<file path="config.mk">
export PLATFORM = sky130hd
export DESIGN_NAME = dcfo_frame_overhead
export DESIGN_NICKNAME = d
export VERILOG_FILES = /design/src/hw/dcfo_frame_overhead.v /design/src/hw/dcfo_cbit_pos.v
export VERILOG_INCLUDE_DIRS = /design/src /design/src/common
export SDC_FILE = /design/constraint.sdc
export NUM_CORES = 1
export LEC_CHECK = 0
export BUFFER_PORTS_ARGS = -buffer_cell sky130_fd_sc_hd__buf_2
export CORE_MARGIN = 1.5
export CORE_UTILIZATION = 65
export DETAILED_ROUTE_END_ITERATION = 7
export GPL_ROUTABILITY_DRIVEN = 0
export PLACE_DENSITY = 0.95
export SYNTH_ARGS = -nofsm -noshare
export SYNTH_HDL_FRONTEND = slang
export SYNTH_SLANG_ARGS = --single-unit
</file>
<file path="constraint.sdc">
create_clock -name clock_in -period 9.6 [get_ports clock_in]
set_input_delay 1.92 -clock clock_in [delete_from_list [all_inputs] [get_ports clock_in]]
set_output_delay 1.92 -clock clock_in [all_outputs]
set_load 0.005 [all_outputs]
</file>
<file path="src/common/dcfo_defs.vh">
// constants for the ds3 c-bit frame overhead block
`ifndef DCFO_DEFS_VH
`define DCFO_DEFS_VH
`define DCFO_FRAME_BITS     13'd4760
`define DCFO_SUBFRAME_BITS  10'd680
`define DCFO_BLOCK_BITS     7'd85
`define DCFO_PAYLOAD_BITS   7'd84
`define DCFO_BLOCKS_PER_SUB 3'd7
`define DCFO_SUBFRAMES      3'd7
`define DCFO_OH_PER_FRAME   6'd56
`define DCFO_FEAC_BLOCK     4'd5
`define DCFO_CBIT_BLK0      4'd2
`define DCFO_CBIT_BLK1      4'd4
`define DCFO_CBIT_BLK2      4'd6
`define DCFO_PAR_BLOCK      4'd0
`define DCFO_MALIGN_BLOCK   4'd0
`define DCFO_XBIT_BLOCK     4'd0
`define DCFO_MALIGN_SUB4    3'd4
`define DCFO_PSEUDO_DS2     10'd671
`define DCFO_STUFF_OPPS     5'd18
`define DCFO_STUFFS         5'd7
`define DCFO_RX_CBIT_COUNT  5'd14
`endif

</file>
<file path="src/hw/dcfo_frame_overhead.v">
// ds3 c-bit parity m-frame builder and c-bit overhead ports
//
// Behaviour
// - m-frame 4760 bits, seven subframes of 680 bits
// - subframe of eight 85-bit blocks, 84 payload then one overhead bit
// - 56 overhead bits: 3 m, 28 f, 21 c, 2 p, 2 x
// - transmit overhead optionally aligned to external frame sync input
// - c-bit parity mode (m23 stuff mode low) holds the m23 stuff output low on every opportunity
// - tx c-bit port takes 13 or 14 bits, c3 per include bit
// - tx port drives clock, frame and data-link pulses; partner supplies data
// - tx data-link pulse marks c13, c14, c15
// - enable bit adds one tx port clock cycle in c3 time when c3 is not included
// - tx data-link controller enable only when compat select low
// - tx data-link controller sends hdlc messages of arbitrary length
// - flags report data-link fifo condition and message status
// - controller enabled: c13-c15 taken from controller, port ignored
// - rx port outputs c2-c6, c13-c21 with clock, frame and data-link pulse
// - rx data-link pulse marks c13, c14, c15
// - c1 identifies c-bit parity mode, c2 reserved
// - c4-c6, c16-c21 sent as one
// - c3 carries feac, value from control input, or from the tx port when the include bit is set
// - c7-c9 carry c-bit parity, c10-c12 carry febe
// - febe sent automatically on rx parity or framing error
// - m23 fixed stuffing: seven stuffs per 18 opportunities
// - software idle, ais generation and transmit-to-receive loopback
// - compat select high disables the tx data-link controller
`timescale 1ns/1ns
`include "dcfo_defs.vh"
module dcfo_frame_overhead (
  input  wire       clock_in,
  input  wire       rst_b_in,
  input  wire       ds3_tx_clk_in,
  input  wire       tx_payload_in,
  output reg        ds3_tx_data_out,
  output reg        tx_payload_req_out,
  input  wire       ds3_rx_clk_in,
  input  wire       ds3_rx_data_in,
  input  wire       rx_sync_in,
  input  wire       tx_frame_sync_in,
  input  wire       frame_sync_en_in,
  input  wire       tx_cbit_serial_in,
  output reg        tx_cbit_clock_out,
  output reg        tx_cbit_frame_pulse,
  output reg        tx_datalink_slot_pulse,
  output reg        rx_cbit_serial_out,
  output reg        rx_cbit_clock_out,
  output reg        rx_cbit_frame_pulse,
  output reg        rx_datalink_slot_pulse,
  input  wire       feac_slot_include,
  input  wire       extra_c3_clock_in,
  input  wire       feac_bit_in,
  input  wire       compat_select_n,
  input  wire       dl_enable_in,
  input  wire       dl_msg_valid_in,
  input  wire [7:0] dl_msg_byte_in,
  input  wire       dl_msg_last_in,
  output reg        dl_msg_ready_out,
  output reg        dl_fifo_empty_out,
  output reg        dl_msg_done_out,
  input  wire       idle_gen_in,
  input  wire       ais_gen_in,
  input  wire       loopback_in,
  input  wire       m23_stuff_mode_in,
  output reg        rx_parity_err_out,
  output reg        m23_stuff_out
);
  // ------------------------------------------------------------
  // input synchronisers (pins cross from outside the clock domain)
  // ------------------------------------------------------------
  reg [1:0] txc_s, rxc_s, rxd_s, fs_s, cd_s, rsy_s;
  reg       txc_d, rxc_d;
  always @(posedge clock_in or negedge rst_b_in) begin
    if (!rst_b_in) begin
      txc_s <= 2'h0; rxc_s <= 2'h0; rxd_s <= 2'h0;
      fs_s  <= 2'h0; cd_s  <= 2'h0; rsy_s <= 2'h0;
      txc_d <= 1'b0; rxc_d <= 1'b0;
    end else begin
      txc_s <= {txc_s[0], ds3_tx_clk_in};
      rxc_s <= {rxc_s[0], ds3_rx_clk_in};
      rxd_s <= {rxd_s[0], loopback_in ? ds3_tx_data_out : ds3_rx_data_in};
      fs_s  <= {fs_s[0], tx_frame_sync_in};
      cd_s  <= {cd_s[0], tx_cbit_serial_in};
      rsy_s <= {rsy_s[0], rx_sync_in};
      txc_d <= txc_s[1];
      rxc_d <= rxc_s[1];
    end
  end
  wire tx_bit = txc_s[1] & ~txc_d;   // one enable per transmit bit
  wire rx_bit = (loopback_in ? txc_s[1] & ~txc_d : rxc_s[1] & ~rxc_d);
  wire dl_en  = dl_enable_in & ~compat_select_n;

  // ------------------------------------------------------------
  // frame position counters
  // ------------------------------------------------------------
  wire [2:0] t_sub, t_blk, r_sub, r_blk;
  wire [6:0] t_bit, r_bit;
  wire       fs_rise;
  reg        fs_d;
  always @(posedge clock_in or negedge rst_b_in) begin
    if (!rst_b_in) fs_d <= 1'b0;
    else fs_d <= fs_s[1];
  end
  assign fs_rise = fs_s[1] & ~fs_d;
  reg fs_pend;
  always @(posedge clock_in or negedge rst_b_in) begin
    if (!rst_b_in) fs_pend <= 1'b0;
    else if (fs_rise & frame_sync_en_in) fs_pend <= 1'b1;
    else if (tx_bit) fs_pend <= 1'b0;  // an edge on the bit enable is never lost
  end
  dcfo_cbit_pos u_tx_pos (
    .clock_in  (clock_in),
    .rst_b_in  (rst_b_in),
    .bit_en_in (tx_bit),
    .sync_in   (fs_pend),
    .sub_out   (t_sub),
    .blk_out   (t_blk),
    .bit_out   (t_bit)
  );
  dcfo_cbit_pos u_rx_pos (
    .clock_in  (clock_in),
    .rst_b_in  (rst_b_in),
    .bit_en_in (rx_bit),
    .sync_in   (rsy_s[1]),
    .sub_out   (r_sub),
    .blk_out   (r_blk),
    .bit_out   (r_bit)
  );

  // overhead slot decode: bit 84 of each block, block index names it
  wire       t_oh = (t_bit == `DCFO_PAYLOAD_BITS);
  wire       r_oh = (r_bit == `DCFO_PAYLOAD_BITS);
  wire [3:0] t_blk4 = {1'b0, t_blk};
  wire [3:0] r_blk4 = {1'b0, r_blk};
  // c-bit index 0..2 within a subframe, or 3 when not a c-bit block
  function [1:0] cidx;
    input [3:0] b;
    begin
      if (b == `DCFO_CBIT_BLK0) cidx = 2'h0;
      else if (b == `DCFO_CBIT_BLK1) cidx = 2'h1;
      else if (b == `DCFO_CBIT_BLK2) cidx = 2'h2;
      else cidx = 2'h3;
    end
  endfunction
  wire [1:0] t_ci = cidx(t_blk4);
  wire [1:0] r_ci = cidx(r_blk4);
  wire [4:0] t_cnum = {2'h0, t_sub} * 5'h3 + {3'h0, t_ci} + 5'h1;  // c-bit number
  wire [4:0] r_cnum = {2'h0, r_sub} * 5'h3 + {3'h0, r_ci} + 5'h1;

  // ------------------------------------------------------------
  // c-bit port slot selection
  // ------------------------------------------------------------
  // a slot carries c2..c6 and c13..c21; c3 on tx only when included
  function ext_slot;
    input [4:0] n;
    input       tx;
    begin
      ext_slot = (n >= 5'h2 && n <= 5'h6) || (n >= 5'hD && n <= 5'h15);
      if (tx && n == 5'h3 && !feac_slot_include) ext_slot = 1'b0;
    end
  endfunction
  wire t_cslot = t_oh & (t_ci != 2'h3) & ext_slot(t_cnum, 1'b1);
  wire r_cslot = r_oh & (r_ci != 2'h3) & ext_slot(r_cnum, 1'b0);
  wire t_dlslot = t_cnum >= 5'hD && t_cnum <= 5'hF;
  wire r_dlslot = r_cnum >= 5'hD && r_cnum <= 5'hF;

  // ------------------------------------------------------------
  // transmit c-bit port: clock, framing pulse, data capture
  // ------------------------------------------------------------
  // one clock per slot; the frame pulse leads the first slot (c2) by
  // one bit period; data is sampled at the slot itself
  reg [20:0] txc_cap;
  wire t_first = (t_sub == 3'h0) && (t_blk4 == `DCFO_CBIT_BLK1) &&
                 (t_bit == `DCFO_PAYLOAD_BITS - 7'h1);
  always @(posedge clock_in or negedge rst_b_in) begin
    if (!rst_b_in) begin
      tx_cbit_clock_out      <= 1'b0;
      tx_cbit_frame_pulse    <= 1'b0;
      tx_datalink_slot_pulse <= 1'b0;
      txc_cap                <= 21'h1FFFFF;
    end else if (tx_bit) begin
      tx_cbit_frame_pulse    <= t_first;
      tx_datalink_slot_pulse <= t_cslot & t_dlslot;
      // extra clock in c3 time when enabled and c3 is not a slot
      tx_cbit_clock_out <= t_cslot | (extra_c3_clock_in & t_oh &
                           t_cnum == 5'h3 & ~feac_slot_include);
      if (t_cslot)
        txc_cap[t_cnum - 5'h1] <= cd_s[1];
    end else begin
      tx_cbit_clock_out      <= 1'b0;
      tx_cbit_frame_pulse    <= 1'b0;
      tx_datalink_slot_pulse <= 1'b0;
    end
  end

  // ------------------------------------------------------------
  // transmit data-link controller (hdlc framing on c13..c15)
  // ------------------------------------------------------------
  // flag 7E between messages, zero insertion after five ones, crc omitted
  // for area; message length limited only by the source
  reg [7:0] dl_sh;
  reg [3:0] dl_cnt;
  reg [2:0] dl_ones;
  reg       dl_busy, dl_last;
  wire dl_take = dl_en & tx_bit & t_cslot & t_dlslot;
  wire dl_stuff = dl_busy & (dl_ones == 3'h5);
  wire dl_bit = dl_stuff ? 1'b0 : dl_sh[0];
  always @(posedge clock_in or negedge rst_b_in) begin
    if (!rst_b_in) begin
      dl_sh <= 8'h7E; dl_cnt <= 4'h0; dl_ones <= 3'h0;
      dl_busy <= 1'b0; dl_last <= 1'b0;
      dl_msg_ready_out <= 1'b0; dl_fifo_empty_out <= 1'b1; dl_msg_done_out <= 1'b0;
    end else begin
      dl_msg_ready_out <= 1'b0;
      dl_msg_done_out  <= 1'b0;
      if (dl_take) begin
        if (dl_stuff) dl_ones <= 3'h0;
        else begin
          dl_ones <= (dl_busy & dl_sh[0]) ? dl_ones + 3'h1 : 3'h0;
          dl_sh   <= {1'b0, dl_sh[7:1]};
          dl_cnt  <= dl_cnt + 4'h1;
          if (dl_cnt == 4'h7) begin
            dl_cnt <= 4'h0;
            if (dl_busy & dl_last) begin
              dl_busy <= 1'b0; dl_sh <= 8'h7E; dl_msg_done_out <= 1'b1;
            end else if (dl_msg_valid_in) begin
              dl_busy <= 1'b1; dl_sh <= dl_msg_byte_in;
              dl_last <= dl_msg_last_in; dl_msg_ready_out <= 1'b1;
            end else begin
              dl_busy <= 1'b0; dl_sh <= 8'h7E;
            end
          end
        end
      end
      dl_fifo_empty_out <= ~(dl_en & dl_msg_valid_in);
    end
  end

  // ------------------------------------------------------------
  // transmit m-frame assembly
  // ------------------------------------------------------------
  reg        par_acc, par_frame, febe_pend;
  reg [4:0]  stuff_cnt;
  always @(posedge clock_in or negedge rst_b_in) begin
    if (!rst_b_in) begin
      ds3_tx_data_out <= 1'b1; tx_payload_req_out <= 1'b0;
      par_acc <= 1'b0; par_frame <= 1'b0;
      stuff_cnt <= 5'h0; m23_stuff_out <= 1'b0;
    end else begin
      tx_payload_req_out <= 1'b0;
      if (tx_bit) begin
        if (ais_gen_in) ds3_tx_data_out <= 1'b1;
        else if (!t_oh) begin
          // idle payload is 1100 repeating
          ds3_tx_data_out <= idle_gen_in ? ~t_bit[1] : tx_payload_in;
          tx_payload_req_out <= ~idle_gen_in;
          par_acc <= par_acc ^ (idle_gen_in ? ~t_bit[1] : tx_payload_in);
        end else if (t_blk4 == `DCFO_XBIT_BLOCK && t_sub <= 3'h1)
          ds3_tx_data_out <= 1'b1;                             // x-bits
        else if (t_blk4 == `DCFO_PAR_BLOCK && t_sub >= 3'h2 && t_sub <= 3'h3)
          ds3_tx_data_out <= par_frame;                       // p-bits
        else if (t_blk4 == `DCFO_MALIGN_BLOCK && t_sub >= `DCFO_MALIGN_SUB4)
          ds3_tx_data_out <= (t_sub == 3'h5);                 // m-bits 010
        else if (t_ci != 2'h3) begin
          if (t_cnum == 5'h1) ds3_tx_data_out <= 1'b1;
          else if (t_cnum == 5'h3)
            ds3_tx_data_out <= feac_slot_include ? txc_cap[2] : feac_bit_in;
          else if (t_cnum >= 5'h7 && t_cnum <= 5'h9)
            ds3_tx_data_out <= par_frame;
          else if (t_cnum >= 5'hA && t_cnum <= 5'hC)
            ds3_tx_data_out <= ~febe_pend;
          else if (t_cnum >= 5'hD && t_cnum <= 5'hF)
            ds3_tx_data_out <= dl_en ? dl_bit : txc_cap[t_cnum - 5'h1];
          else
            ds3_tx_data_out <= 1'b1;
        end else
          ds3_tx_data_out <= t_blk[2] ~^ t_blk[1];            // f-bits 1001
        if (t_sub == 3'h6 && t_blk == 3'h7 && t_oh) begin
          par_frame <= par_acc; par_acc <= 1'b0;
          // m23 stuffing: 7 of every 18 opportunities
          stuff_cnt <= (stuff_cnt == `DCFO_STUFF_OPPS - 5'h1) ? 5'h0 : stuff_cnt + 5'h1;
        end
        if (t_oh) m23_stuff_out <= m23_stuff_mode_in & (stuff_cnt < `DCFO_STUFFS);
      end
    end
  end

  // ------------------------------------------------------------
  // receive c-bit port and error detection
  // ------------------------------------------------------------
  reg rpar_acc, rpar_frame, rcpar;
  wire r_first = (r_sub == 3'h0) && (r_blk4 == `DCFO_CBIT_BLK1) &&
                 (r_bit == `DCFO_PAYLOAD_BITS - 7'h1);
  always @(posedge clock_in or negedge rst_b_in) begin
    if (!rst_b_in) begin
      rx_cbit_serial_out <= 1'b1; rx_cbit_clock_out <= 1'b0;
      rx_cbit_frame_pulse <= 1'b0; rx_datalink_slot_pulse <= 1'b0;
      rpar_acc <= 1'b0; rpar_frame <= 1'b0; rcpar <= 1'b0;
      rx_parity_err_out <= 1'b0; febe_pend <= 1'b0;
    end else begin
      if (tx_bit & t_oh & t_cnum == 5'hC) febe_pend <= 1'b0;
      if (rx_bit) begin
        rx_cbit_frame_pulse    <= r_first;
        rx_datalink_slot_pulse <= r_cslot & r_dlslot;
        rx_cbit_clock_out      <= r_cslot;
        rx_parity_err_out      <= 1'b0;
        if (r_cslot) rx_cbit_serial_out <= rxd_s[1];
        if (!r_oh) rpar_acc <= rpar_acc ^ rxd_s[1];
        if (r_oh && r_ci != 2'h3 && r_cnum == 5'h7) rcpar <= rxd_s[1];
        if (r_sub == 3'h6 && r_blk == 3'h7 && r_oh) begin
          rpar_frame <= rpar_acc; rpar_acc <= 1'b0;
          if (rcpar != rpar_frame) begin
            rx_parity_err_out <= 1'b1; febe_pend <= 1'b1;
          end
        end
        // f-bit mismatch counts as framing error
        if (r_oh && r_ci == 2'h3 && r_blk != 3'h0 &&
            rxd_s[1] != (r_blk[2] ~^ r_blk[1])) febe_pend <= 1'b1;
      end else begin
        rx_cbit_clock_out      <= 1'b0;
        rx_cbit_frame_pulse    <= 1'b0;
        rx_datalink_slot_pulse <= 1'b0;
        rx_parity_err_out      <= 1'b0;
      end
    end
  end
endmodule // dcfo_frame_overhead

</file>
<file path="src/hw/dcfo_cbit_pos.v">
// overhead position counter for one ds3 m-frame
`timescale 1ns/1ns
`include "dcfo_defs.vh"
module dcfo_cbit_pos (
  input  wire       clock_in,
  input  wire       rst_b_in,
  input  wire       bit_en_in,
  input  wire       sync_in,
  output reg  [2:0] sub_out,
  output reg  [2:0] blk_out,
  output reg  [6:0] bit_out
);
  // --------------------------------------------------------------
  // counters: bit in block, block in subframe, subframe in frame
  // --------------------------------------------------------------
  // sync loads the position just after the last overhead bit
  always @(posedge clock_in or negedge rst_b_in) begin
    if (!rst_b_in) begin
      sub_out <= 3'h0;
      blk_out <= 3'h0;
      bit_out <= 7'h0;
    end else if (bit_en_in) begin
      if (sync_in) begin
        sub_out <= 3'h0;
        blk_out <= 3'h0;
        bit_out <= 7'h0;
      end else if (bit_out == `DCFO_BLOCK_BITS - 7'h1) begin
        bit_out <= 7'h0;
        if (blk_out == 3'h7) begin
          blk_out <= 3'h0;
          sub_out <= (sub_out == `DCFO_SUBFRAMES - 3'h1) ? 3'h0 : sub_out + 3'h1;
        end else begin
          blk_out <= blk_out + 3'h1;
        end
      end else begin
        bit_out <= bit_out + 7'h1;
      end
    end
  end
endmodule // dcfo_cbit_pos

</file>
======== Yosys cells after proc, flatten, opt, wreduce, memory -nomap -nowiden ========
Cells that the tools add are included.
storage, ports and cells
  register bits ........................... 105
  latch bits .............................. 0
  RAM bits ................................ 0
  memory bits (read-only) ................. 0
  memories ................................ 0
operators by class
  $add $sub $neg .......................... 14
  multipliers ............................. 2
  divide/modulo/power cells ............... 0
  order comparisons ....................... 21
  equal/unequal tests ..................... 30
  shift operators ......................... 0
  multiplexer cells ....................... 87
  bitwise operators ....................... 40
  reductions and logical operators ........ 54
operator list
  cell                                                                   number
  1-bit two-way mux                                                      55
  3-bit two-way mux                                                      16
  3-bit == test, second input constant                                   10
  7-bit == test, second input constant                                   4
  7-bit two-way mux                                                      4
  1-bit logical AND                                                      27
  1-bit bitwise AND                                                      24
  8-bit two-way mux                                                      3
  21-bit bitwise mux                                                     1
  5-bit by 4-bit <= comparator with 1-bit output, second input constant  4
  2-bit AND reduction                                                    10
  3-bit by 1-bit adder with 3-bit output, second input constant          5
  5-bit by 1-bit adder with 5-bit output, second input constant          3
  5-bit by 4-bit >= comparator with 1-bit output, second input constant  3
  7-bit by 1-bit adder with 7-bit output, second input constant          2
  3-bit AND reduction                                                    4
  1-bit inverter                                                         11
  5-bit by 2-bit adder with 5-bit output                                 2
  5-bit by 2-bit >= comparator with 1-bit output, second input constant  2
  5-bit by 3-bit <= comparator with 1-bit output, second input constant  2
  5-bit <= comparator, second input constant                             2
  3-bit by 2-bit multiplier with 5-bit output, second input constant     2
  2-bit nonzero test                                                     5
  2-bit two-way mux                                                      4
  other kinds (34)                                                       43

======== Logic depth before layout (Yosys ltp) ========
Gate-level depths: netlist of run 1.
  word-level depth ........................ 21
  gate-level depth with buffers ........... 18
  depth with buffers taken out ............ 16

======== Modules after synthesis ========
Synthesis of run 1 repeated with hierarchy kept, for this count alone.
unflattened totals
  cells, all modules ...................... 666
  area total of the unflattened synthesis .. 6,765.2 sq um
by module, submodules not included
  module               instances  cells an instance  area an instance (sq um)  seq. area each (sq um)
  dcfo_frame_overhead  1          470                4,941.0                   2,014.4
  dcfo_cbit_pos        2          98                 912.1                     325.3

======== Least setup slack after synthesis of run 1 ========
No wires, ideal clock.
  path type ............................... reg2reg
  start point ............................. register u_tx_pos.blk_out[0]
  end point ............................... register ds3_tx_data_out
  library setup time ...................... 75 ps
  data arrival time ....................... 4,172 ps
  required time ........................... 9,525 ps
  slack ................................... 5,353 ps
  cell stages (with the launch flop) ...... 18
  path buffers ............................ 1
  path through ............................ dfrtp_1 > inv_1 > ha_1 > nand2b_1 > o21ai_0 > ha_1 > inv_1 > fa_1 > inv_1 > ha_1 > buf_2 > or3b_2 > o2111ai_1 > nor3_1 > and4b_1 > or4_1 > a22oi_1 > a2bb2oi_1
between the ends
  longest elaborated chain between the ends .. 21
ends and longest elaborated chain
  element                                      line                       RTL
  start, declared                              dcfo_cbit_pos.v:10         output reg [2:0] blk_out,
  start signal, assigned                       dcfo_cbit_pos.v:33         blk_out <= blk_out + 3'h1;
  3-bit == test (no source line)               n/a
  1-bit two-way mux                            dcfo_frame_overhead.v:140  else if (b == `DCFO_CBIT_BLK2) cidx = 2'h2;
  2-bit two-way mux                            dcfo_frame_overhead.v:139  else if (b == `DCFO_CBIT_BLK1) cidx = 2'h1;
  2-bit two-way mux                            dcfo_frame_overhead.v:138  if (b == `DCFO_CBIT_BLK0) cidx = 2'h0;
  5-bit by 2-bit adder with 5-bit output       dcfo_frame_overhead.v:146  wire [4:0] t_cnum = {2'h0, t_sub} * 5'h3 + {3'h0, t_ci} + 5'h1;
  5-bit by 1-bit adder with 5-bit output       dcfo_frame_overhead.v:146
  5-bit by 1-bit subtractor with 5-bit output  dcfo_frame_overhead.v:272  ds3_tx_data_out <= dl_en ? dl_bit : txc_cap[t_cnum - 5'h1];
  1-bit binary-select mux with 5-bit select    dcfo_frame_overhead.v:272
  (+5 left out)                                n/a
  1-bit two-way mux                            dcfo_frame_overhead.v:265  else if (t_cnum == 5'h3)
  1-bit two-way mux                            dcfo_frame_overhead.v:264  if (t_cnum == 5'h1) ds3_tx_data_out <= 1'b1;
  1-bit two-way mux                            dcfo_frame_overhead.v:263  else if (t_ci != 2'h3) begin
  1-bit two-way mux                            dcfo_frame_overhead.v:261  else if (t_blk4 == `DCFO_MALIGN_BLOCK && t_sub >= `DCFO_MALIGN_SUB4)
  1-bit two-way mux                            dcfo_frame_overhead.v:259  else if (t_blk4 == `DCFO_PAR_BLOCK && t_sub >= 3'h2 && t_sub <= 3'h3)
  1-bit two-way mux *                          dcfo_frame_overhead.v:257  end else if (t_blk4 == `DCFO_XBIT_BLOCK && t_sub <= 3'h1)
  1-bit two-way mux *                          dcfo_frame_overhead.v:252  else if (!t_oh) begin
  1-bit two-way mux *                          dcfo_frame_overhead.v:251  if (ais_gen_in) ds3_tx_data_out <= 1'b1;
  end signal, assigned                         dcfo_frame_overhead.v:254  ds3_tx_data_out <= idle_gen_in ? ~t_bit[1] : tx_payload_in;
  end signal, assigned                         dcfo_frame_overhead.v:260  ds3_tx_data_out <= par_frame;
  end signal, assigned                         dcfo_frame_overhead.v:262  ds3_tx_data_out <= (t_sub == 3'h5);
  end, declared                                dcfo_frame_overhead.v:34   output reg ds3_tx_data_out,
Mark *: on every way between the ends. The rest lies on a longest branch, timed or not. The select of a mux whose other input is x is not followed.
A chain may end at the register's enable or synchronous reset.

======== Worst setup path in the final report of run 1 ========
  start point ............................. register u_tx_pos.blk_out[0]
  end point ............................... register dl_last
between the ends
  longest elaborated chain between the ends .. 14
ends and longest elaborated chain
  element                                                                       line                       RTL
  3-bit == test (no source line)                                                n/a
  1-bit two-way mux                                                             dcfo_frame_overhead.v:140
  2-bit two-way mux                                                             dcfo_frame_overhead.v:139
  2-bit two-way mux *                                                           dcfo_frame_overhead.v:138
  5-bit by 2-bit adder with 5-bit output                                        dcfo_frame_overhead.v:146
  5-bit by 1-bit adder with 5-bit output                                        dcfo_frame_overhead.v:146
  5-bit by 2-bit >= comparator with 1-bit output, or another cell as far along  dcfo_frame_overhead.v:157  ext_slot = (n >= 5'h2 && n <= 5'h6) || (n >= 5'hD && n <= 5'h15);
  1-bit logical AND                                                             dcfo_frame_overhead.v:157
  1-bit logical OR                                                              dcfo_frame_overhead.v:157
  1-bit two-way mux                                                             dcfo_frame_overhead.v:158  if (tx && n == 5'h3 && !feac_slot_include) ext_slot = 1'b0;
  1-bit bitwise AND                                                             dcfo_frame_overhead.v:161  wire t_cslot = t_oh & (t_ci != 2'h3) & ext_slot(t_cnum, 1'b1);
  1-bit bitwise AND                                                             dcfo_frame_overhead.v:204  wire dl_take = dl_en & tx_bit & t_cslot & t_dlslot;
  1-bit bitwise AND *                                                           dcfo_frame_overhead.v:204
  5-bit AND reduction (no source line) *                                        n/a
  end signal, assigned                                                          dcfo_frame_overhead.v:210  dl_busy <= 1'b0; dl_last <= 1'b0;
  end signal, assigned                                                          dcfo_frame_overhead.v:227  dl_last <= dl_msg_last_in; dl_msg_ready_out <= 1'b1;
  end, declared                                                                 dcfo_frame_overhead.v:203  reg dl_busy, dl_last;
Mark *: on every way between the ends. The rest lies on a longest branch, timed or not.

==> impl_results.md, run 1 <==
* Crit share post-route at 50.1%
* Top cells by count, synth: dfrtp_1 (75), nand2_1 (47), nor2_1 (47), o21ai_0 (45), ha_1 (43)
* First-pass GRT wire length at 20800 um
* Cell area after placement at 0.00587 sq mm
* Maxcap violations at 0
* Total wire length at 12200 um
* ANT cells at 0
* Vias in the first global route at 4530
* WS Path Type: reg -> reg
* Hold Crit Class: reg -> reg
* Inst Count DP at 702
* Synth area leaders: dfrtp_1 (33%), ha_1 (9.6%), dfstp_2 (8.4%)
* Maximum vdd drop at 166 uV
* Routed len/inst at 17.1 um
* Cell with the most instances after synthesis: dfrtp_1
* Pre-CTS WS at 4.83 ns
* Flops & latches, synth at 93
* Min Tclk post-route at 4.81 ns
* Die ar. at 0.00919 sq mm
* Leak at 0.00270 uW
* Setup TNS at 0 ns
* Setup bufs post-CTS at 0
* Crit start category: flip-flop
* FMAX at 0.208 GHz
* Multi-input gate area at 0.00302 sq mm
* Starting DRC count in detailed routing at 337
* Row count at 33
* First-pass iteration count of the detailed router at 5
* Biggest area consumer among synthesized cells: dfrtp_1
* # fillers at 557
* Pin count of the biggest net entering global routing at 77
* Final nets at 684
* Ys Warns at 0
* GR Overflow Total at 0
* Final instance area at 0.00607 sq mm
* TritonCTS clock tree: done
* Die height at 95.9 um
* RSZ-0062 raised after global routing: no
* Post-Layout Cell Count at 718
* Synth Net Count at 650
* Sequential share of the synthesized area at 41.9%
* Port Buffers at 42
* Share of cells above drive strength 1 at 18.4%
* Root Buffer Master: clkbuf_8
* Core area at 0.00830 sq mm
* TritonCTS Buffers at 9
* Syn Area/Cell at 9.77 sq um
* Residual DRC at 0
* H-tree depth at 3
* HPWL Detailed at 8800 um
* Final-report hold violation count at 0
* Post-synth top flop: dfrtp_1
* Starting density of the core at 67.5%
* Slew Viols, Final at 0
* DR vias/cell at 6.35
* Slew HR at 37.4%
* Initial antenna violation count at 0
* Bufs on Longest Clock Path at 2
* Post-CTS sizing at 0
* Hold buffer count at cts at 0
* CP Data Arrival Time at 5.07 ns
* Status: finished, final reports clean
* Pwr dens at 211 mW/mm^2
* Final setup fails at 0
* Worst-Skew Late Latency at 0.37 ns
* Via count at 4561
* Worst Tran Pin Value at 0.939 ns
* Max FO, Critical Path at 27
* PnR worst setup slack at 4.79 ns
* CTS sink cnt at 93
* WP data required at 9.86 ns
* Clock Skew at 0.0165 ns
* I/O Pins at 43
* Asr flop ratio synth at 100%
* Pwr Total at 1280 uW
* Total GRT Usage at 29.1%
* Top cell type's share of synthesized area at 33.5%
* Clock-pin slew on the worst setup and hold paths at 0.10 ns
* CP endpoint kind: flip-flop
* P&R area growth vs syn at 8.35%
* Syn Inst Count at 574
* Routed Antenna Nets at 0
* Seq. cell area at 0.00235 sq mm
* R2R depth at 15
* Post-synth cell types at 69
* Post-synth EDFFs at 0
* Hold path depth at 0
* Post-Synthesis Cell Area at 0.00561 sq mm
* Die width at 95.9 um
[routing by layer]
metal	GRT usage [%]	wire [um]	share of wire [%]
met5	0	0	0
met4	12.3	249	2.0
met3	6.95	736	6.0
met2	50.0	6230	51
met1	35.0	5030	41
[per-stage QoR]
stage	utilization, %	hold WS [ns]
after floorplan	-	0.331
after global placement	70.7	0.333
after detailed placement	70.7	0.335
after CTS	73.2	0.357
after global routing	73.2	0.367
final	73.2	0.353
[report_power, final]
| part | internal [uW] | switching [uW] | leakage (uW) | total (uW) |
|---|---|---|---|---|
| Clock | 126 | 147 | 0.000101 | 273 |
| Sequential | 421 | 37.6 | 0.00116 | 458 |
| Combinational | 215 | 335 | 0.00143 | 550 |
[area by class of cell]
type,count,area share [%]
clock buffers,10,2.10
clock inverters,6,1.28
inverters,36,2.22
multi-input cells,424,49.8
flip-flops and latches,93,38.7
well taps,105,2.16
repair buffers,44,3.75
[cell usage in the layout, fill, tap and decap left out, types with 4 or more instances in the layout]
cell type / instances
dfrtp_1: 75
nor2_1: 47
nand2_1: 47
o21ai_0: 45
ha_1: 43
buf_2: 41
inv_1: 36
a21oi_1: 23
nand3_1: 21
mux2_2: 18
dfstp_2: 18
nor3_1: 17
nand4_1: 14
o22ai_1: 11
nor2b_1: 10
xor2_1: 9
clkbuf_8: 9
nand2b_1: 8
mux2i_1: 8
a21o_1: 6
xnor2_1: 6
a31oi_1: 6
o31ai_1: 6
a22oi_1: 4
nand3b_1: 4
or3_1: 4
fa_1: 4
[state kept, by name, indices dropped and copies added, names as in the netlist, 2 cells and up]
signal / flops
rxd_s: 2
fs_s: 2
u_rx_pos.bit_out: 7
u_rx_pos.blk_out: 3
dl_cnt: 4
cd_s: 2
rsy_s: 2
u_rx_pos.sub_out: 3
txc_s: 2
dl_ones: 3
rxc_s: 2
u_tx_pos.bit_out: 7
u_tx_pos.blk_out: 3
stuff_cnt: 5
txc_cap: 9
u_tx_pos.sub_out: 3
dl_sh: 8
[worst paths after layout]
kind | end | slack, ns | from
setup / recovery | dl_last | 4.79 | u_tx_pos.blk_out[0]
hold / removal | rsy_s[1] | 0.35 | rsy_s[0]
setup reg to reg | dl_last | 4.79 | u_tx_pos.blk_out[0]
hold reg to reg | rsy_s[1] | 0.35 | rsy_s[0]
max in group asynchronous | cd_s[1] | 6.99 | rst_b_in
min in group asynchronous | u_tx_pos.bit_out[6] | 1.40 | rst_b_in
[worst max-delay path: stages, from the launching register on]
cell and delay (ns):
dfrtp_1 0.40, inv_1 0.10, ha_1 0.26, nand2b_1 0.16, o21ai_0 0.43, ha_1 0.33, inv_1 0.08, fa_1 0.68
inv_1 0.15, ha_1 0.32, inv_1 0.11, o311a_1 0.43, and2_1 0.24, nand3_2 0.38, nor2_1 0.29, mux2_2 0.35
[cells by family (layout without fill, tap and decap cells)]
logic type,after synthesis,count (layout),synth area share (%)
AO/OA/AOI/OAI,131,131,15.5
multiplexers,29,29,6.05
XOR/XNOR,16,16,2.63
AND/OR/NAND/NOR,201,201,18.8
flip-flops,93,93,41.9
adder cells (fa/ha/maj),47,47,11.0
buffers and inverters,57,96,4.13
Power figures use the tool's default switching activity.
==> run 2: changes to the inputs <==
Settings changed: CORE_UTILIZATION 65 to 54, PLACE_DENSITY 0.95 to 0.88.
Clock period 9.6 ns to 3.9 ns, I/O delays scaled along.
==> impl_results.md, run 2 (synthesized netlist as in run 1, its figures left out) <==
* Maximum vdd drop at 251 uV
* Worst Tran Pin Value at 0.812 ns
* Commonest cells after routing, fill and taps aside: dfrtp_1 (74), nor2_1 (47), nand2_1 (47)
* PnR worst setup slack at -0.00170 ns
* Maxcap violations at 0
* First-pass iteration count of the detailed router at 5
* HPWL Detailed at 9510 um
* Largest reg by FF count: txc_cap
* Max FO, Critical Path at 6
* # fillers at 801
* Most common cell after layout, fill and taps aside: dfrtp_1
* Status: finished, violations left
* Core area at 0.0102 sq mm
* Final hold slack at 0.354 ns
* Routed met2 length at 6600 um
* GR Overflow Total at 0
* Final-report hold violation count at 0
* TritonCTS Buffers at 9
* WL met1 at 5350 um
* Residual DRC at 0
* Starting DRC count in detailed routing at 333
* Routed len/inst at 16.8 um
* Share of cells above drive strength 1 at 25.4%
* CP endpoint kind: flip-flop
* Row count at 37
* Routed Antenna Nets at 0
* CP Data Arrival Time at 4.22 ns
* Hold buffer count at cts at 0
* Starting density of the core at 55.0%
* WS Path Type: reg -> reg
* Pin count of the biggest net entering global routing at 60
* Crit share post-route at 100%
* FMAX at 0.256 GHz
* Setup crit end: ds3_tx_data_out
* Bufs on Longest Clock Path at 2
* I/O Pins at 43
* Worst-Skew Late Latency at 0.37 ns
* Die height at 105 um
* Initial antenna violation count at 0
* Total wire length at 13000 um
* RSZ-0062 raised after global routing: yes
* Leak at 0.00285 uW
* Max FFs per register at 9
* Port Buffers at 42
* Die ar. at 0.0110 sq mm
* RR Endpoint: ds3_tx_data_out
* Reg-to-reg slack, setup at -0.002 ns
* Crit-path max cell delay at 0.61 ns
* ANT cells at 0
* Die width at 105 um
* Cell mode on critical path: inv_2
* WP data required at 4.22 ns
* Hold Crit Class: reg -> reg
* Failing checks: negative setup slack
* Final setup fails at 1
* R2R depth at 16
* Largest regs: txc_cap: 9 flops, dl_sh: 8 flops
* Via count at 4709
* Final nets at 712
* Root Buffer Master: clkbuf_8
* CTS sink cnt at 93
* Slew Viols, Final at 0
* Pwr dens at 530 mW/mm^2
* Worst-path cell chain: inv_2, ha_4, nand2b_4, a21boi_4, fa_1, inv_2, fa_2, inv_2, ha_4, buf_4, buf_4, o21ai_1, o31ai_1, or4_1, a22oi_2, a2bb2oi_2
* First-pass GRT wire length at 21600 um
* Crit start category: flip-flop
* CP max stage cell: fa_2
* Vias in the first global route at 4677
* Post-layout util at 63.3%
* Clock Skew at 0.00962 ns
* H-tree depth at 3
* Total GRT Usage at 24.3%
* Top sig layer: met4
* Setup TNS at -0.00170 ns
* Min Tclk post-route at 3.90 ns
* Pwr Total at 3420 uW
* Slew HR at 45.1%
* DR vias/cell at 6.06
* P&R area growth vs syn at 15.1%
* Routed wl met3 at 683 um
* CP Launch Point: u_tx_pos.blk_out[0]
* Clock-pin slew on the worst setup and hold paths at 0.10 ns
* R2R Path Start: u_tx_pos.blk_out[0]
* TritonCTS clock tree: done
==> run 2: per-layer routing <==
metal,global-route usage [%],up-vias
li1,-,2172
met1,29.5,2304
met5,0,-
met2,41.8,187
met3,5.12,46
met4,10.5,0
==> run 2: how the worst min path moves through the flow <==
stage | depth (start not counted) | end | from
floorplan | 0 | cd_s[1] | cd_s[0]
global placement | 0 | cd_s[1] | cd_s[0]
detailed placement | 0 | rsy_s[1] | rsy_s[0]
CTS | 0 | cd_s[1] | cd_s[0]
global route | 0 | cd_s[1] | cd_s[0]
finish | 0 | cd_s[1] | cd_s[0]
==> run 2: power by group <==
group	switching [uW]	leakage (uW)	total (uW)	internal [uW]
Combinational	925	0.00160	1690	761
Sequential	93.1	0.00116	1130	1040
Clock	350	0.0000897	601	251
==> run 2: critical path, delay by kind of cell (launching register included) <==
family | cells | cell delay [ns]
and+or+nand+nor | 2 | 0.62
DFF | 1 | 0.40
adders and majority gates | 4 | 1.49
buffers and inverters | 5 | 0.50
AOI/OAI and AO/OA | 5 | 0.85
==> run 2: through the flow <==
stage | cells | worst slack, ns | cell area [sq um]
2_1_floorplan | 574 | 0.0470 | 5670
3_3_place_gp | 751 | 0.0752 | 6100
3_5_place_dp | 751 | -0.0669 | 6100
4_1_cts | 773 | -0.0570 | 6360
5_1_grt | 777 | -0.114 | 6450
6_report | 777 | -0.00170 | 6450
==> run 2: final cells by class <==
| type | count | area, sq um | share of cell area (%) |
|---|---|---|---|
| multi-input cells | 424 | 3170 | 49.1 |
| inverters | 36 | 135 | 2.09 |
| repair buffers | 72 | 450 | 6.98 |
| clock buffers | 11 | 141 | 2.19 |
| clock inverters | 5 | 35.0 | 0.543 |
| flip-flops and latches | 93 | 2350 | 36.4 |
| well taps | 136 | 170 | 2.64 |
==> run 2: timing repair <==
action                                  CTS  global route
endpoints found under the setup margin    5            20
gates cloned                              0             0
pin swaps                                 4             7
setup buffers                             6             4
gates resized for setup                   8            12
==> run 3: changes to the inputs <==
Settings changed: CORE_UTILIZATION 54 to 56, CTS_BUF_LIST set to sky130_fd_sc_hd__clkbuf_2, GPL_TIMING_DRIVEN set to 0, PLACE_DENSITY 0.88 to 0.9.
==> impl_results.md, run 3 (synthesized netlist as in run 1, its figures left out) <==
* TritonCTS Buffers at 9
* R2R Path Start: u_tx_pos.blk_out[1]
* GR Util met3 at 3.86%
* HPWL Detailed at 9220 um
* Clock Skew at 0.0204 ns
* First-pass GRT wire length at 20900 um
* Leak at 0.00288 uW
* CP Launch Point: u_tx_pos.blk_out[1]
* PnR worst setup slack at -0.0758 ns
* Slew Viols, Final at 0
* Die ar. at 0.0106 sq mm
* Clock-pin slew on the worst setup and hold paths at 0.25 ns
* Root Buffer Master: clkbuf_2
* Pwr dens at 514 mW/mm^2
* Share of cells above drive strength 1 at 26.9%
* Setup TNS at -0.101 ns
* P&R area growth vs syn at 17.1%
* Seq. cell area at 0.00235 sq mm
* WP data required at 4.39 ns
* Layer with the highest usage: met2
* Largest reg by FF count: txc_cap
* Starting DRC count in detailed routing at 469
* Multi-input gate area at 0.00323 sq mm
* WS Path Type: reg -> reg
* Largest regs: txc_cap: 9 flops, dl_sh: 8 flops
* Crit share post-route at 102%
* Final nets at 729
* CP endpoint kind: flip-flop
* Met1 Use GR at 31.2%
* GR Overflow Total at 0
* Via count at 4859
* RSZ-0062 raised after global routing: yes
* Die height at 103 um
* Die width at 103 um
* CTS sink cnt at 93
* Hold buffer count at cts at 0
* Commonest cells after routing, fill and taps aside: dfrtp_1 (73), buf_2 (48), nand2_1 (47)
* Worst Tran Pin Value at 0.939 ns
* Starting density of the core at 57.6%
* # fillers at 708
* Worst-Skew Late Latency at 0.55 ns
* First-pass iteration count of the detailed router at 5
* CP Data Arrival Time at 4.47 ns
* Total GRT Usage at 25.1%
* Row count at 36
* Status: finished, violations left
* ANT cells at 0
* Vias in the first global route at 4559
* Slew HR at 37.3%
* DR vias/cell at 6.14
* Most common cell after layout, fill and taps aside: dfrtp_1
* Routed Antenna Nets at 0
* Pin count of the biggest net entering global routing at 74
* Hold Crit Class: in -> async
* I/O Pins at 43
* Bufs on Longest Clock Path at 2
* Pre-CTS WS at -0.374 ns
* Crit start category: flip-flop
* Total wire length at 13600 um
* Final setup fails at 3
* Routed len/inst at 17.2 um
* FMAX at 0.252 GHz
* Maxcap violations at 0
* Met2 GRT Util at 43.2%
* Port Buffers at 42
* H-tree depth at 3
* Max FFs per register at 9
* TritonCTS clock tree: done
* Residual DRC at 0
* Maximum vdd drop at 243 uV
* Failing checks: negative setup slack
* Initial antenna violation count at 0
* Min Tclk post-route at 3.98 ns
* Core area at 0.00973 sq mm
* Max FO, Critical Path at 5
* Final-report hold violation count at 0
==> run 3: area by class of cell <==
type	instances	share of cell area [%]
multi-input cells	425	49.2
flip-flops and latches	93	35.8
repair buffers	69	6.86
well taps	133	2.54
inverters	36	2.06
plain buffers	19	1.72
clock inverters	7	1.11
clock buffers	9	0.686
==> run 3: layer usage <==
| metal | share of wire (%) | vias to the layer above | wire (um) |
|---|---|---|---|
| met3 | 4.8 | 53 | 660 |
| met1 | 40 | 2406 | 5520 |
| met5 | 0 | - | 0 |
| li1 | - | 2222 | - |
| met2 | 51 | 178 | 7000 |
| met4 | 3.4 | 0 | 466 |
==> run 3: worst paths after layout <==
kind                                               end  slack [ns]  cells after the start
worst max-delay path                   ds3_tx_data_out       -0.08                     16
worst min-delay path            tx_datalink_slot_pulse        0.08                      1
worst max register to register         ds3_tx_data_out       -0.08                     16
worst min register to register                 cd_s[1]        0.39                      0
max in group asynchronous                     dl_sh[1]        3.15                      2
min in group clock_in                         rsy_s[0]        0.31                      1
==> run 3: metrics by stage <==
stage	power, uW	cells	hold WS [ns]	utilization [%]	cell area [sq um]
global route	3580	791	0.0396	67.5	6560
finish	3370	791	0.0779	67.5	6560
global placement	2430	749	0.338	62.2	6050
CTS	3160	779	0.0641	65.1	6330
detailed placement	2540	750	0.337	62.5	6080
floorplan	2220	574	0.331	-	5670
==> run 3: worst max-delay path, cell delays in order, from the launching register on <==
cell       delay [ns]
dfrtp_2          0.47
buf_12           0.11
ha_4             0.14
nand2b_4         0.05
a21boi_4         0.13
fa_1             0.56
inv_2            0.05
fa_2             0.61
inv_2            0.08
ha_4             0.18
or3b_4           0.37
o2111ai_2        0.08
nor3_2           0.09
and4b_1          0.20
or4_4            0.42
a22oi_2          0.24
a2bb2oi_2        0.15
==> run 3: timing repair <==
item | CTS | global route
setup endpoints to repair | 26 | 27
pin swaps | 8 | 14
buffers inserted | 15 | 8
cloned | 0 | 4
endpoints found under the hold margin | 0 | 0
gates resized for setup | 10 | 38
==> run 3: power breakdown <==
| part | internal (uW) | switching (uW) | total (uW) |
|---|---|---|---|
| Sequential | 1040 | 83.5 | 1120 |
| Clock | 151 | 339 | 490 |
| Combinational | 798 | 962 | 1760 |
| Total | 1990 | 1380 | 3370 |
